==> config.mk <==
export PLATFORM = sky130hd
export DESIGN_NAME = rtca_top
export DESIGN_NICKNAME = d
export VERILOG_FILES = /design/src/logic/rtca_pkg.sv /design/src/logic/rtca_prescaler.sv /design/src/logic/rtca_top.sv
export VERILOG_INCLUDE_DIRS = /design/src /design/src/logic
export SDC_FILE = /design/constraint.sdc
export NUM_CORES = 1
export LEC_CHECK = 0
export BUFFER_PORTS_ARGS = -buffer_cell sky130_fd_sc_hd__clkbuf_2
export CAP_MARGIN = 20
export CORE_ASPECT_RATIO = 0.9
export CORE_UTILIZATION = 35
export CTS_CLUSTER_SIZE = 25
export DETAILED_ROUTE_END_ITERATION = 7
export PLACE_DENSITY = 0.7
export SYNTH_ARGS = -nofsm -noshare
export SYNTH_HDL_FRONTEND = slang
export SYNTH_SLANG_ARGS = --single-unit
export TNS_END_PERCENT = 10
==> constraint.sdc <==
create_clock -name CLK_IN -period 2.2 [get_ports CLK_IN]
set_input_delay 0.44 -clock CLK_IN [delete_from_list [all_inputs] [get_ports CLK_IN]]
set_output_delay 0.44 -clock CLK_IN [all_outputs]
set_load 0.1 [all_outputs]
==> src/logic/rtca_consts.svh <==
// Constants for the real-time clock access and alarm block.
// Assumes a 100 MHz system clock and a 32.768 kHz low-speed rate.
`ifndef RTCA_CONSTS_SVH
`define RTCA_CONSTS_SVH

// ****************************************************************
// Rates
// ****************************************************************
`define RTCA_CLK_HZ 100000000
`define RTCA_LS_HZ 32768
// Nearest whole divide; the low-speed rate is not an exact fraction.
`define RTCA_LS_DIV ((`RTCA_CLK_HZ + `RTCA_LS_HZ / 2) / `RTCA_LS_HZ)
`define RTCA_SEC_CNT_W 15
`define RTCA_SEC_CNT_MAX 15'h7FFF
`define RTCA_HZ16_MASK 15'h07FF

// ****************************************************************
// Time field limits and alarm defaults
// ****************************************************************
`define RTCA_SEC_MAX 6'h3B
`define RTCA_SEC_HALF 6'h1E
`define RTCA_MIN_MAX 6'h3B
`define RTCA_HOUR_MAX 5'h17
`define RTCA_DATE_MAX 5'h1F
`define RTCA_DATE_FIRST 5'h01
`define RTCA_DOW_MAX 3'h6
`define RTCA_DOW_SUNDAY 3'h0
`define RTCA_ZERO6 6'h00
`define RTCA_ZERO5 5'h00

`endif

==> src/logic/rtca_pkg.sv <==
// Types shared by the real-time clock access and alarm block.
// Assumes rtca_consts.svh is included by the modules that use it.
package rtca_pkg;

    typedef struct packed {
        logic [4:0] date;
        logic [2:0] dow;
        logic [4:0] hour;
        logic [5:0] min;
        logic [5:0] sec;
    } rtca_time_t;

    typedef struct packed {
        logic [4:0] date;
        logic [2:0] dow;
        logic [4:0] hour;
        logic [5:0] min;
    } rtca_alarm_t;

    typedef struct packed {
        logic clock_run_enable;
        logic interrupt_enable;
        logic alarm_enable;
        logic bank_select;
        logic one_hz_disable;
        logic sixteen_hz_disable;
    } rtca_ctrl_t;

    typedef enum logic [1:0] {
        SRC_NONE,
        SRC_ALARM,
        SRC_1HZ,
        SRC_16HZ
    } rtca_src_t;

endpackage

==> src/logic/rtca_prescaler.sv <==
// Low-speed enable divider and 15-bit second counter.
// Assumes one system clock; the clear request is held until taken.
`timescale 1ns/1ps
`include "rtca_consts.svh"

module rtca_prescaler
    import rtca_pkg::*;
#(
    parameter int LS_DIV = `RTCA_LS_DIV
) (
    input wire logic clk_in,      // System clock.
    input wire logic rst_n_in,    // Asynchronous reset, active low.
    input wire logic clr_in,      // Second counter clear request.
    output logic ls_tick_out,     // One pulse per low-speed period.
    output logic sec_tick_out,    // One pulse per second.
    output logic hz16_tick_out    // One pulse per sixteenth second.
);

    typedef struct packed {
        logic [11:0] div;
        logic [`RTCA_SEC_CNT_W-1:0] cnt;
    } rtca_pre_state_t;

    rtca_pre_state_t s_q;
    rtca_pre_state_t s_d;

    assign ls_tick_out = (s_q.div == 12'(LS_DIV - 1));
    assign sec_tick_out = ls_tick_out && !clr_in &&
        (s_q.cnt == `RTCA_SEC_CNT_MAX);
    assign hz16_tick_out = ls_tick_out && !clr_in &&
        ((s_q.cnt & `RTCA_HZ16_MASK) == `RTCA_HZ16_MASK);

    always_comb begin
        s_d = s_q;
        s_d.div = ls_tick_out ? 12'h000 : s_q.div + 12'h001;
        if (ls_tick_out) begin
            if (clr_in) begin
                s_d.cnt = 15'h0000;
            end else begin
                s_d.cnt = s_q.cnt + 15'h0001;
            end
        end
    end

    always_ff @(posedge clk_in or negedge rst_n_in) begin
        if (!rst_n_in) begin
            s_q <= '0;
        end else begin
            s_q <= s_d;
        end
    end
endmodule

==> src/logic/rtca_top.sv <==
// Real-time clock time keeping, safe access aids and alarm pin output.
// Assumes control levels and request pulses are synchronous to CLK_IN.
`timescale 1ns/1ps
`include "rtca_consts.svh"

// Contract
// - Divide low-speed rate to a 1 Hz tick that advances the time.
// - The 1 Hz interrupt fires on the same tick that counts seconds.
// - After counter reset, first 1 Hz interrupt comes one second later.
// - Clearing clock run enable halts time and carries; counter runs.
// - Bank select one maps alarm writes; pin has three sources.
// - Each event gives one low-speed-period pulse on pin and irq while interrupt enable is set.
// - The irq is active on its falling edge; controller detects that.
// - Time equal to alarm fields pulses the pin and raises irq.
// - Alarm clear sets minute 0, hour 0, date 1, Sunday.
// - Alarm logic samples on the low-speed tick, up to one period late.
// - Alarm off, 1 Hz on, 16 Hz off gives a 1 Hz pulse train.
// - Alarm off, 1 Hz off, 16 Hz on gives a 16 Hz pulse train.
// - Rounding applies at next second; 30 and up carries; busy till done.
// - Counter reset taken on low-speed tick; busy until done.
// - Source is alarm, 1 Hz, 16 Hz per disables, else none.
module rtca_top
    import rtca_pkg::*;
#(
    parameter int LS_DIV = `RTCA_LS_DIV
) (
    input wire logic CLK_IN,            // System clock, 100 MHz.
    input wire logic RST_N_IN,          // Asynchronous reset, active low.
    input wire rtca_ctrl_t CTRL_IN,     // Control and configuration levels.
    input wire logic TIME_WE_IN,        // Pulse: load TIME_IN.
    input wire rtca_time_t TIME_IN,     // Time value to load.
    input wire logic ALM_WE_IN,         // Pulse: load ALM_IN in bank one.
    input wire rtca_alarm_t ALM_IN,     // Alarm value to load.
    input wire logic ALARM_CLR_IN,      // Pulse: initialise alarm fields.
    input wire logic ROUND_REQ_IN,      // Pulse: round seconds request.
    input wire logic CNT_RST_REQ_IN,    // Pulse: second counter reset.
    output rtca_time_t TIME_OUT,        // Current time, registered.
    output rtca_alarm_t ALARM_OUT,      // Current alarm fields, registered.
    output logic ROUND_BUSY_OUT,        // Rounding still pending.
    output logic CNT_RST_BUSY_OUT,      // Counter reset still pending.
    output logic ALARM_N_OUT,           // Alarm pin, low pulse.
    output logic RTC_IRQ_N_OUT          // Interrupt request, falling edge.
);

    typedef struct packed {
        rtca_time_t tm;
        rtca_alarm_t al;
        logic round_pend;
        logic crst_pend;
        logic match_prev;
        logic pulse;
    } rtca_state_t;

    rtca_state_t s_q;
    rtca_state_t s_d;
    logic ls_tick;
    logic sec_tick;
    logic hz16_tick;
    logic match;
    logic ev;
    logic c_min;
    logic c_hour;
    logic c_day;
    rtca_src_t src;

    // ****************************************************************
    // Source selection
    // ****************************************************************
    function automatic rtca_src_t src_sel(input rtca_ctrl_t c);
        if (c.one_hz_disable && c.sixteen_hz_disable && c.alarm_enable) begin
            return SRC_ALARM;
        end else if (!c.one_hz_disable && c.sixteen_hz_disable &&
                     !c.alarm_enable) begin
            return SRC_1HZ;
        end else if (c.one_hz_disable && !c.sixteen_hz_disable &&
                     !c.alarm_enable) begin
            return SRC_16HZ;
        end else begin
            return SRC_NONE;
        end
    endfunction

    rtca_prescaler #(
        .LS_DIV(LS_DIV)
    ) u_pre (
        .clk_in(CLK_IN),
        .rst_n_in(RST_N_IN),
        .clr_in(s_q.crst_pend),
        .ls_tick_out(ls_tick),
        .sec_tick_out(sec_tick),
        .hz16_tick_out(hz16_tick)
    );

    assign src = src_sel(CTRL_IN);
    assign match = (s_q.al.min == s_q.tm.min) &&
        (s_q.al.hour == s_q.tm.hour) && (s_q.al.date == s_q.tm.date) &&
        (s_q.al.dow == s_q.tm.dow);

    // ****************************************************************
    // Next state
    // ****************************************************************
    always_comb begin
        s_d = s_q;
        c_min = 1'b0;
        c_hour = 1'b0;
        c_day = 1'b0;
        ev = 1'b0;
        // Time only moves when running; the prescaler never stops.
        if (sec_tick && CTRL_IN.clock_run_enable) begin
            if (s_q.round_pend) begin
                c_min = (s_q.tm.sec >= `RTCA_SEC_HALF);
                s_d.tm.sec = `RTCA_ZERO6;
            end else if (s_q.tm.sec == `RTCA_SEC_MAX) begin
                c_min = 1'b1;
                s_d.tm.sec = `RTCA_ZERO6;
            end else begin
                s_d.tm.sec = s_q.tm.sec + 6'h01;
            end
            s_d.round_pend = 1'b0;
        end
        if (c_min) begin
            c_hour = (s_q.tm.min == `RTCA_MIN_MAX);
            s_d.tm.min = c_hour ? `RTCA_ZERO6 : s_q.tm.min + 6'h01;
        end
        if (c_hour) begin
            c_day = (s_q.tm.hour == `RTCA_HOUR_MAX);
            s_d.tm.hour = c_day ? `RTCA_ZERO5 : s_q.tm.hour + 5'h01;
        end
        if (c_day) begin
            s_d.tm.date = (s_q.tm.date == `RTCA_DATE_MAX) ?
                `RTCA_DATE_FIRST : s_q.tm.date + 5'h01;
            s_d.tm.dow = (s_q.tm.dow == `RTCA_DOW_MAX) ?
                `RTCA_DOW_SUNDAY : s_q.tm.dow + 3'h1;
        end
        if (TIME_WE_IN) begin
            s_d.tm = TIME_IN;
        end
        // A new request in the completing cycle stays pending.
        if (ROUND_REQ_IN) begin
            s_d.round_pend = 1'b1;
        end
        if (ls_tick) begin
            s_d.crst_pend = 1'b0;
        end
        if (CNT_RST_REQ_IN) begin
            s_d.crst_pend = 1'b1;
        end
        if (ALARM_CLR_IN) begin
            s_d.al.min = `RTCA_ZERO6;
            s_d.al.hour = `RTCA_ZERO5;
            s_d.al.date = `RTCA_DATE_FIRST;
            s_d.al.dow = `RTCA_DOW_SUNDAY;
        end else if (ALM_WE_IN && CTRL_IN.bank_select) begin
            s_d.al = ALM_IN;
        end
        // Events are judged on the low-speed tick, so a new time or
        // alarm value can take up to one low-speed period to count.
        if (ls_tick) begin
            s_d.match_prev = match;
            case (src)
                SRC_ALARM: ev = match && !s_q.match_prev;
                SRC_1HZ: ev = sec_tick;
                SRC_16HZ: ev = hz16_tick;
                default: ev = 1'b0;
            endcase
            s_d.pulse = ev && CTRL_IN.interrupt_enable;
        end
    end

    always_ff @(posedge CLK_IN or negedge RST_N_IN) begin
        if (!RST_N_IN) begin
            s_q <= '0;
        end else begin
            s_q <= s_d;
        end
    end

    assign TIME_OUT = s_q.tm;
    assign ALARM_OUT = s_q.al;
    assign ROUND_BUSY_OUT = s_q.round_pend;
    assign CNT_RST_BUSY_OUT = s_q.crst_pend;
    assign ALARM_N_OUT = !s_q.pulse;
    assign RTC_IRQ_N_OUT = !s_q.pulse;
endmodule

# --- Word level (Yosys, flattened, before mapping) ---
# Cells that the tools add are included.
op_classes:
  n_addsub: 7
  order_cmp: 1
  n_eq_ne: 15
  muxes: 29
  n_reduce_logical: 29
op_table:
  columns: ["op", "n"]
  rows:
  - ["two-way mux 19 bit", 2]
  - ["two-way mux 6 bit", 5]
  - ["two-way mux 25 bit", 1]
  - ["logical AND 1 bit", 16]
  - ["adder 15 x 1 -> 15 bit, second input constant", 1]
  - ["equality test 15 bit, second input constant", 1]
  - ["two-way mux 15 bit", 1]
  - ["two-way mux 5 bit", 3]
  - ["nonzero test 2 bit", 7]
  - ["adder 12 x 1 -> 12 bit, second input constant", 1]
  - ["adder 6 x 1 -> 6 bit, second input constant", 2]
  - ["equality test 12 bit, second input constant", 1]
  - ["equality test 6 bit, second input constant", 2]
  - ["two-way mux 12 bit", 1]
  - ["equality test 11 bit, second input constant", 1]
  - ["adder 5 x 1 -> 5 bit, second input constant", 2]
  - ["equality test 5 bit", 2]
  - ["equality test 5 bit, second input constant", 2]
  - ["two-way mux 1 bit", 10]
  - ["two-way mux 8 bit", 1]
  - ["equality test 6 bit", 1]
  - ["greater-or-equal comparator 6 x 5 -> 1 bit, second input constant", 1]
  - ["logical NOT 1 bit", 6]
  - ["two-way mux 2 bit", 3]
  - ["other kinds (7)", 8]
totals:
  reg_bits: 75
  out_inout_bits: 48
  word_cells: 96

# --- Depth between registers and ports, before layout ---
depth:
  depth_word: 10
  ltp_mapped: 9

# --- Cells and area by module ---
# From an unflattened synthesis, not the netlist that was laid out.
hier_totals:
  cells_unflattened: 482
  hier_area_um2: 4530.6
modules_own_cells:
  columns: ["module", "instances", "cells_per_inst", "area_per_inst_um2", "seq_area_each_um2"]
  rows:
  - ["rtca_top", 1, 314, 2991.6, 1201.2]
  - ["rtca_prescaler", 1, 168, 1539.0, 675.6]

# --- Least setup slack after synthesis ---
# Ideal clock, no wire load.
synth_path:
  kind: "flip-flop to flip-flop"
  from: "register s_q (netlist bit CNT_RST_BUSY_OUT)"
  to: "register s_q (netlist bit TIME_OUT[19])"
  arrival_time_ps: 2251
  setup_slack_ps: -175
  path_stages_with_launch: 7
  cell_sequence: "dfrtp_1 > clkbuf_1 > and4b_4 > a31oi_4 > buf_2 > nor4_1 > a211o_1"
synth_between:
  elab_chain_cells: 8
synth_rtl:
  columns: ["item", "line_no", "text"]
  rows:
  - ["from (decl)", "rtca_top.sv:54", "rtca_state_t s_q;"]
  - ["from (signal assigned)", "rtca_top.sv:172", "s_q <= '0;"]
  - ["from (signal assigned)", "rtca_top.sv:174", "s_q <= s_d;"]
  - ["logical NOT 1 bit", "rtca_prescaler.sv:28", "assign sec_tick_out = ls_tick_out && !clr_in &&"]
  - ["logical AND 1 bit (2 in series)", "rtca_prescaler.sv:28", null]
  - ["logical AND 1 bit", "rtca_top.sv:109", "if (sec_tick && CTRL_IN.clock_run_enable) begin"]
  - ["two-way mux 1 bit", "rtca_top.sv:109", null]
  - ["two-way mux 1 bit", "rtca_top.sv:121", "if (c_min) begin"]
  - ["two-way mux 1 bit", "rtca_top.sv:125", "if (c_hour) begin"]
  - ["nonzero test 2 bit (no line)", null, null]
# Every way passes these cells.
# A chain may end at the register's enable or synchronous reset.

# --- Worst setup path after layout ---
layout_path:
  from: "register u_pre.s_q[0] (netlist name)"
  to: "register s_q (netlist bit TIME_OUT[14])"
layout_between:
  elab_chain_cells: 6
layout_rtl:
  columns: ["item", "line_no", "text"]
  rows:
  - ["from (decl)", "rtca_prescaler.sv:24", "rtca_pre_state_t s_q;"]
  - ["from (signal assigned)", "rtca_prescaler.sv:47", "s_q <= '0;"]
  - ["from (signal assigned)", "rtca_prescaler.sv:49", "s_q <= s_d;"]
  - ["equality test 15 bit (no line)", null, null]
  - ["logical AND 1 bit", "rtca_prescaler.sv:28", null]
  - ["logical AND 1 bit", "rtca_top.sv:109", null]
  - ["two-way mux 1 bit", "rtca_top.sv:109", null]
  - ["two-way mux 1 bit", "rtca_top.sv:121", null]
  - ["nonzero test 2 bit (no line)", null, null]
# Every way passes these cells.

==> flow_metrics.py <==
metrics = {
    "sta": {
        "fin_tns_setup_ps": 0,
        "rsz0062_at_grt": "yes",
        "hold_ws_ps": 43.6,
        "clock_skew_ps": 8.59,
        "setup_viol": 0,
        "worst_pin_slew_ps": 586,
        "max_freq_mhz": 462,
        "period_minus_slack_ps": 2160,
        "relSlewSlack_pct": 61.1,
        "hold_viol": 0,
        "maxSlewViolCount": 0,
        "period_share_pct": 98.4,
    },
    "synth": {
        "synth_top_cell_by_area": "dfrtp_1",
        "yosysWarnings": 0,
        "synthArstFlopShare_pct": 100,
        "ys_dominant_reg_cell": "dfrtp_1",
        "synth-seq-cells": 75,
        "synth_commonest_cells": "75 x dfrtp_1, 47 x buf_4, 34 x nand2_1, 33 x o21ai_0, 28 x nor2_1",
        "synth_nets": 529,
        "synth.avg_cell_area_sq_um": 9.48,
        "synthDistinctLibCells": 58,
        "yosysSeqAreaShare_pct": 42.6,
        "synth-edff-count": 0,
        "synth_top_cell_area_share_pct": 42.6,
        "synth_area_sq_mm": 0.00440,
        "synth_top_cells_by_area": "dfrtp_1 43%, buf_4 8.0%, xnor2_1 4.6%",
        "yosysMostFrequentCell": "dfrtp_1",
        "syn-instance-count": 464,
    },
    "final_layout": {
        "drive_gt1_share_pct": 31.8,
        "fin_util_pct": 44.1,
        "n_antenna_cell": 0,
        "final_nets": 617,
        "area_delta_synth_final_pct": 21.9,
        "stdcell_count": 716,
    },
    "setup_path": {
        "startpoint_type": "register",
        "cp_cell_sequence": "ha_1, and3_1, and4_2, a31oi_2, nor3_1, or3b_2",
        "cp_num_cells": 6,
        "ff2ff_path_depth": 6,
        "worstReg2RegStart": "u_pre.s_q[0]",
        "critical_path_class": "register to register",
        "max_stage_delay_ps": 450,
        "end_kind": "register",
        "cp_slowest_cell": "or3b_2",
        "path_max_fanout": 6,
        "r2r_setup_slack_ps": 40,
        "worst-path-buf-inv": 0,
        "cp_top_family": "simple AND/OR/NAND/NOR gates",
        "r2r_end": "TIME_OUT[14]",
        "cp.arrival_ps": 2370,
        "required_ps": 2410,
    },
    "min_path": {
        "hold_path_class": "primary input to async pin",
    },
    "pwr": {
        "power_leakage_nw": 2.44,
        "p_sw_w": 0.00216,
        "powerDensity_mw_per_mm2": 956,
        "peakVddDrop_mv": 1.02,
        "power_frac_comb_pct": 35.5,
        "power_switching_share_pct": 42.1,
        "seqPwrFrac_pct": 33.5,
        "p_int_w": 0.00297,
        "clkPwrFrac_pct": 31.0,
        "power.total_w": 0.00512,
    },
    "global_route": {
        "grt_max_degree": 46,
        "grt_overflow": 0,
        "grt_usage_pct": 18.5,
        "antenna_found_initial": 0,
        "grt_pass1_vias": 3738,
        "grt_first_pass_wirelength_um": 18800,
    },
    "clocking": {
        "cts_tree": "yes",
        "cts_buffers": 9,
        "cts.path.max_buffers": 2,
        "cts.sinks": 75,
        "htreeDepth": 3,
        "clk_pin_slew_ps": 60,
        "cts_root_buf": "clkbuf_16",
        "clkLatencyLatePin_ps": 340,
    },
    "placement": {
        "place_congestion": 0.879,
        "dp_hpwl_um": 8460,
        "io_buffers": 104,
        "dp_cells": 697,
    },
    "detailed_routing": {
        "wirelength_um": 11600,
        "postRouteAntennaNets": 0,
        "vias_per_cell": 5.27,
        "drtIter0Drc": 172,
        "vias": 3774,
        "first_pass_iters": 4,
        "drc": 0,
        "wire_per_inst_um": 16.2,
    },
    "die": {
        "dieArea_sq_mm": 0.0130,
        "ios": 105,
        "die_w_um": 120,
        "die_height_um": 108,
        "core-area_sq_mm": 0.0122,
        "initial_core_util_pct": 36.2,
        "rows": 38,
    },
    "run_status": {
        "outcome": "complete, no violations",
    },
    "job": {
        "max_cap_viol_count": 0,
    },
}
[repair_timing]
item	4_1_cts	5_1_grt
setup endpoints to repair	0	16
gates resized for setup	0	7
hold buffers	0	0
buffers inserted	0	3
hold endpoints to repair	0	0
[logic make-up (layout without fill, tap and decap cells)]
family	Yosys count	in the layout	share of synthesized area (%)
and+or+nand+nor	150	150	17.9
AOI/OAI and AO/OA	118	119	18.4
DFF	75	75	42.6
buffers and inverters	74	165	10.4
xor gates and xnor gates	26	26	5.17
muxes	13	13	3.18
adders and majority gates	8	8	2.27
[metal layers]
layer / wire length, um / track usage [%]
met1: 5180 / 23.8
met2: 5690 / 31.0
met3: 587 / 4.80
met4: 121 / 4.82
met5: 0 / 0
[worst max-delay path by stage]
stage	start	to	slack, ps
after global placement	u_pre.s_q[0]	TIME_OUT[14]	120
after global routing	u_pre.s_q[0]	TIME_OUT[14]	-40
final	u_pre.s_q[0]	TIME_OUT[14]	40
after CTS	u_pre.s_q[0]	TIME_OUT[3]	40
after floorplan	CNT_RST_BUSY_OUT	TIME_OUT[19]	60
after detailed placement	u_pre.s_q[15]	TIME_OUT[5]	70
[through the flow]
| step | area [sq um] | setup slack (ps) |
|---|---|---|
| 4_1_cts | 5310 | 38.7 |
| 6_report | 5360 | 35.5 |
| 5_1_grt | 5360 | -44.6 |
| 2_1_floorplan | 4400 | 63.8 |
| 3_5_place_dp | 4990 | 66.6 |
| 3_3_place_gp | 4990 | 121 |
[state kept, by name, indices dropped and copies added, names as in the netlist]
name              cells
ALARM_OUT            19
CNT_RST_BUSY_OUT      1
ROUND_BUSY_OUT        1
TIME_OUT             25
s_q                   2
u_pre.s_q            27
[power by group through the flow]
| stage | combinational (W) | sequential (W) | clock [W] |
|---|---|---|---|
| finish | 0.00182 | 0.00172 | 0.00159 |
| global placement | 0.00179 | 0.00173 | 0 |
| CTS | 0.00182 | 0.00172 | 0.00162 |
| detailed placement | 0.00181 | 0.00174 | 0 |
| floorplan | 0.00162 | 0.00168 | 0 |
| global route | 0.00191 | 0.00174 | 0.00168 |
[worst reg2reg max path, stage by stage, from the launching register on]
cell and delay, ps:
dfrtp_1 390, ha_1 210, and3_1 200, and4_2 310
a31oi_2 370, nor3_1 100, or3b_2 450
[layout make-up]
| cell class | instances | area, sq um |
|---|---|---|
| Clock inverter | 4 | 75.1 |
| Sequential cell | 75 | 1880 |
| Fill cell | 1228 | 6810 |
| Timing Repair Buffer | 140 | 835 |
| Inverter | 10 | 37.5 |
| Clock buffer | 11 | 243 |
| Multi-Input combinational cell | 316 | 2090 |
| Tap cell | 160 | 200 |
[layout by cell type, fill, tap and decap left out, types with 3 or more instances in the layout]
cell type	count
a21o_1	10
a21oi_1	20
a221o_1	3
a22o_1	20
and2_1	3
and3_1	5
buf_12	3
buf_4	33
clkbuf_16	9
clkbuf_2	103
dfrtp_1	73
ha_1	8
inv_1	10
mux2_2	8
mux2i_1	5
nand2_1	34
nand3_1	20
nand3b_1	3
nand4_1	9
nor2_1	28
nor2b_1	3
nor3_1	16
nor4_1	6
o21ai_0	33
o31ai_1	8
or3_1	5
xnor2_1	23
xor2_1	3
Note: power is estimated with default switching activity, not from simulation.
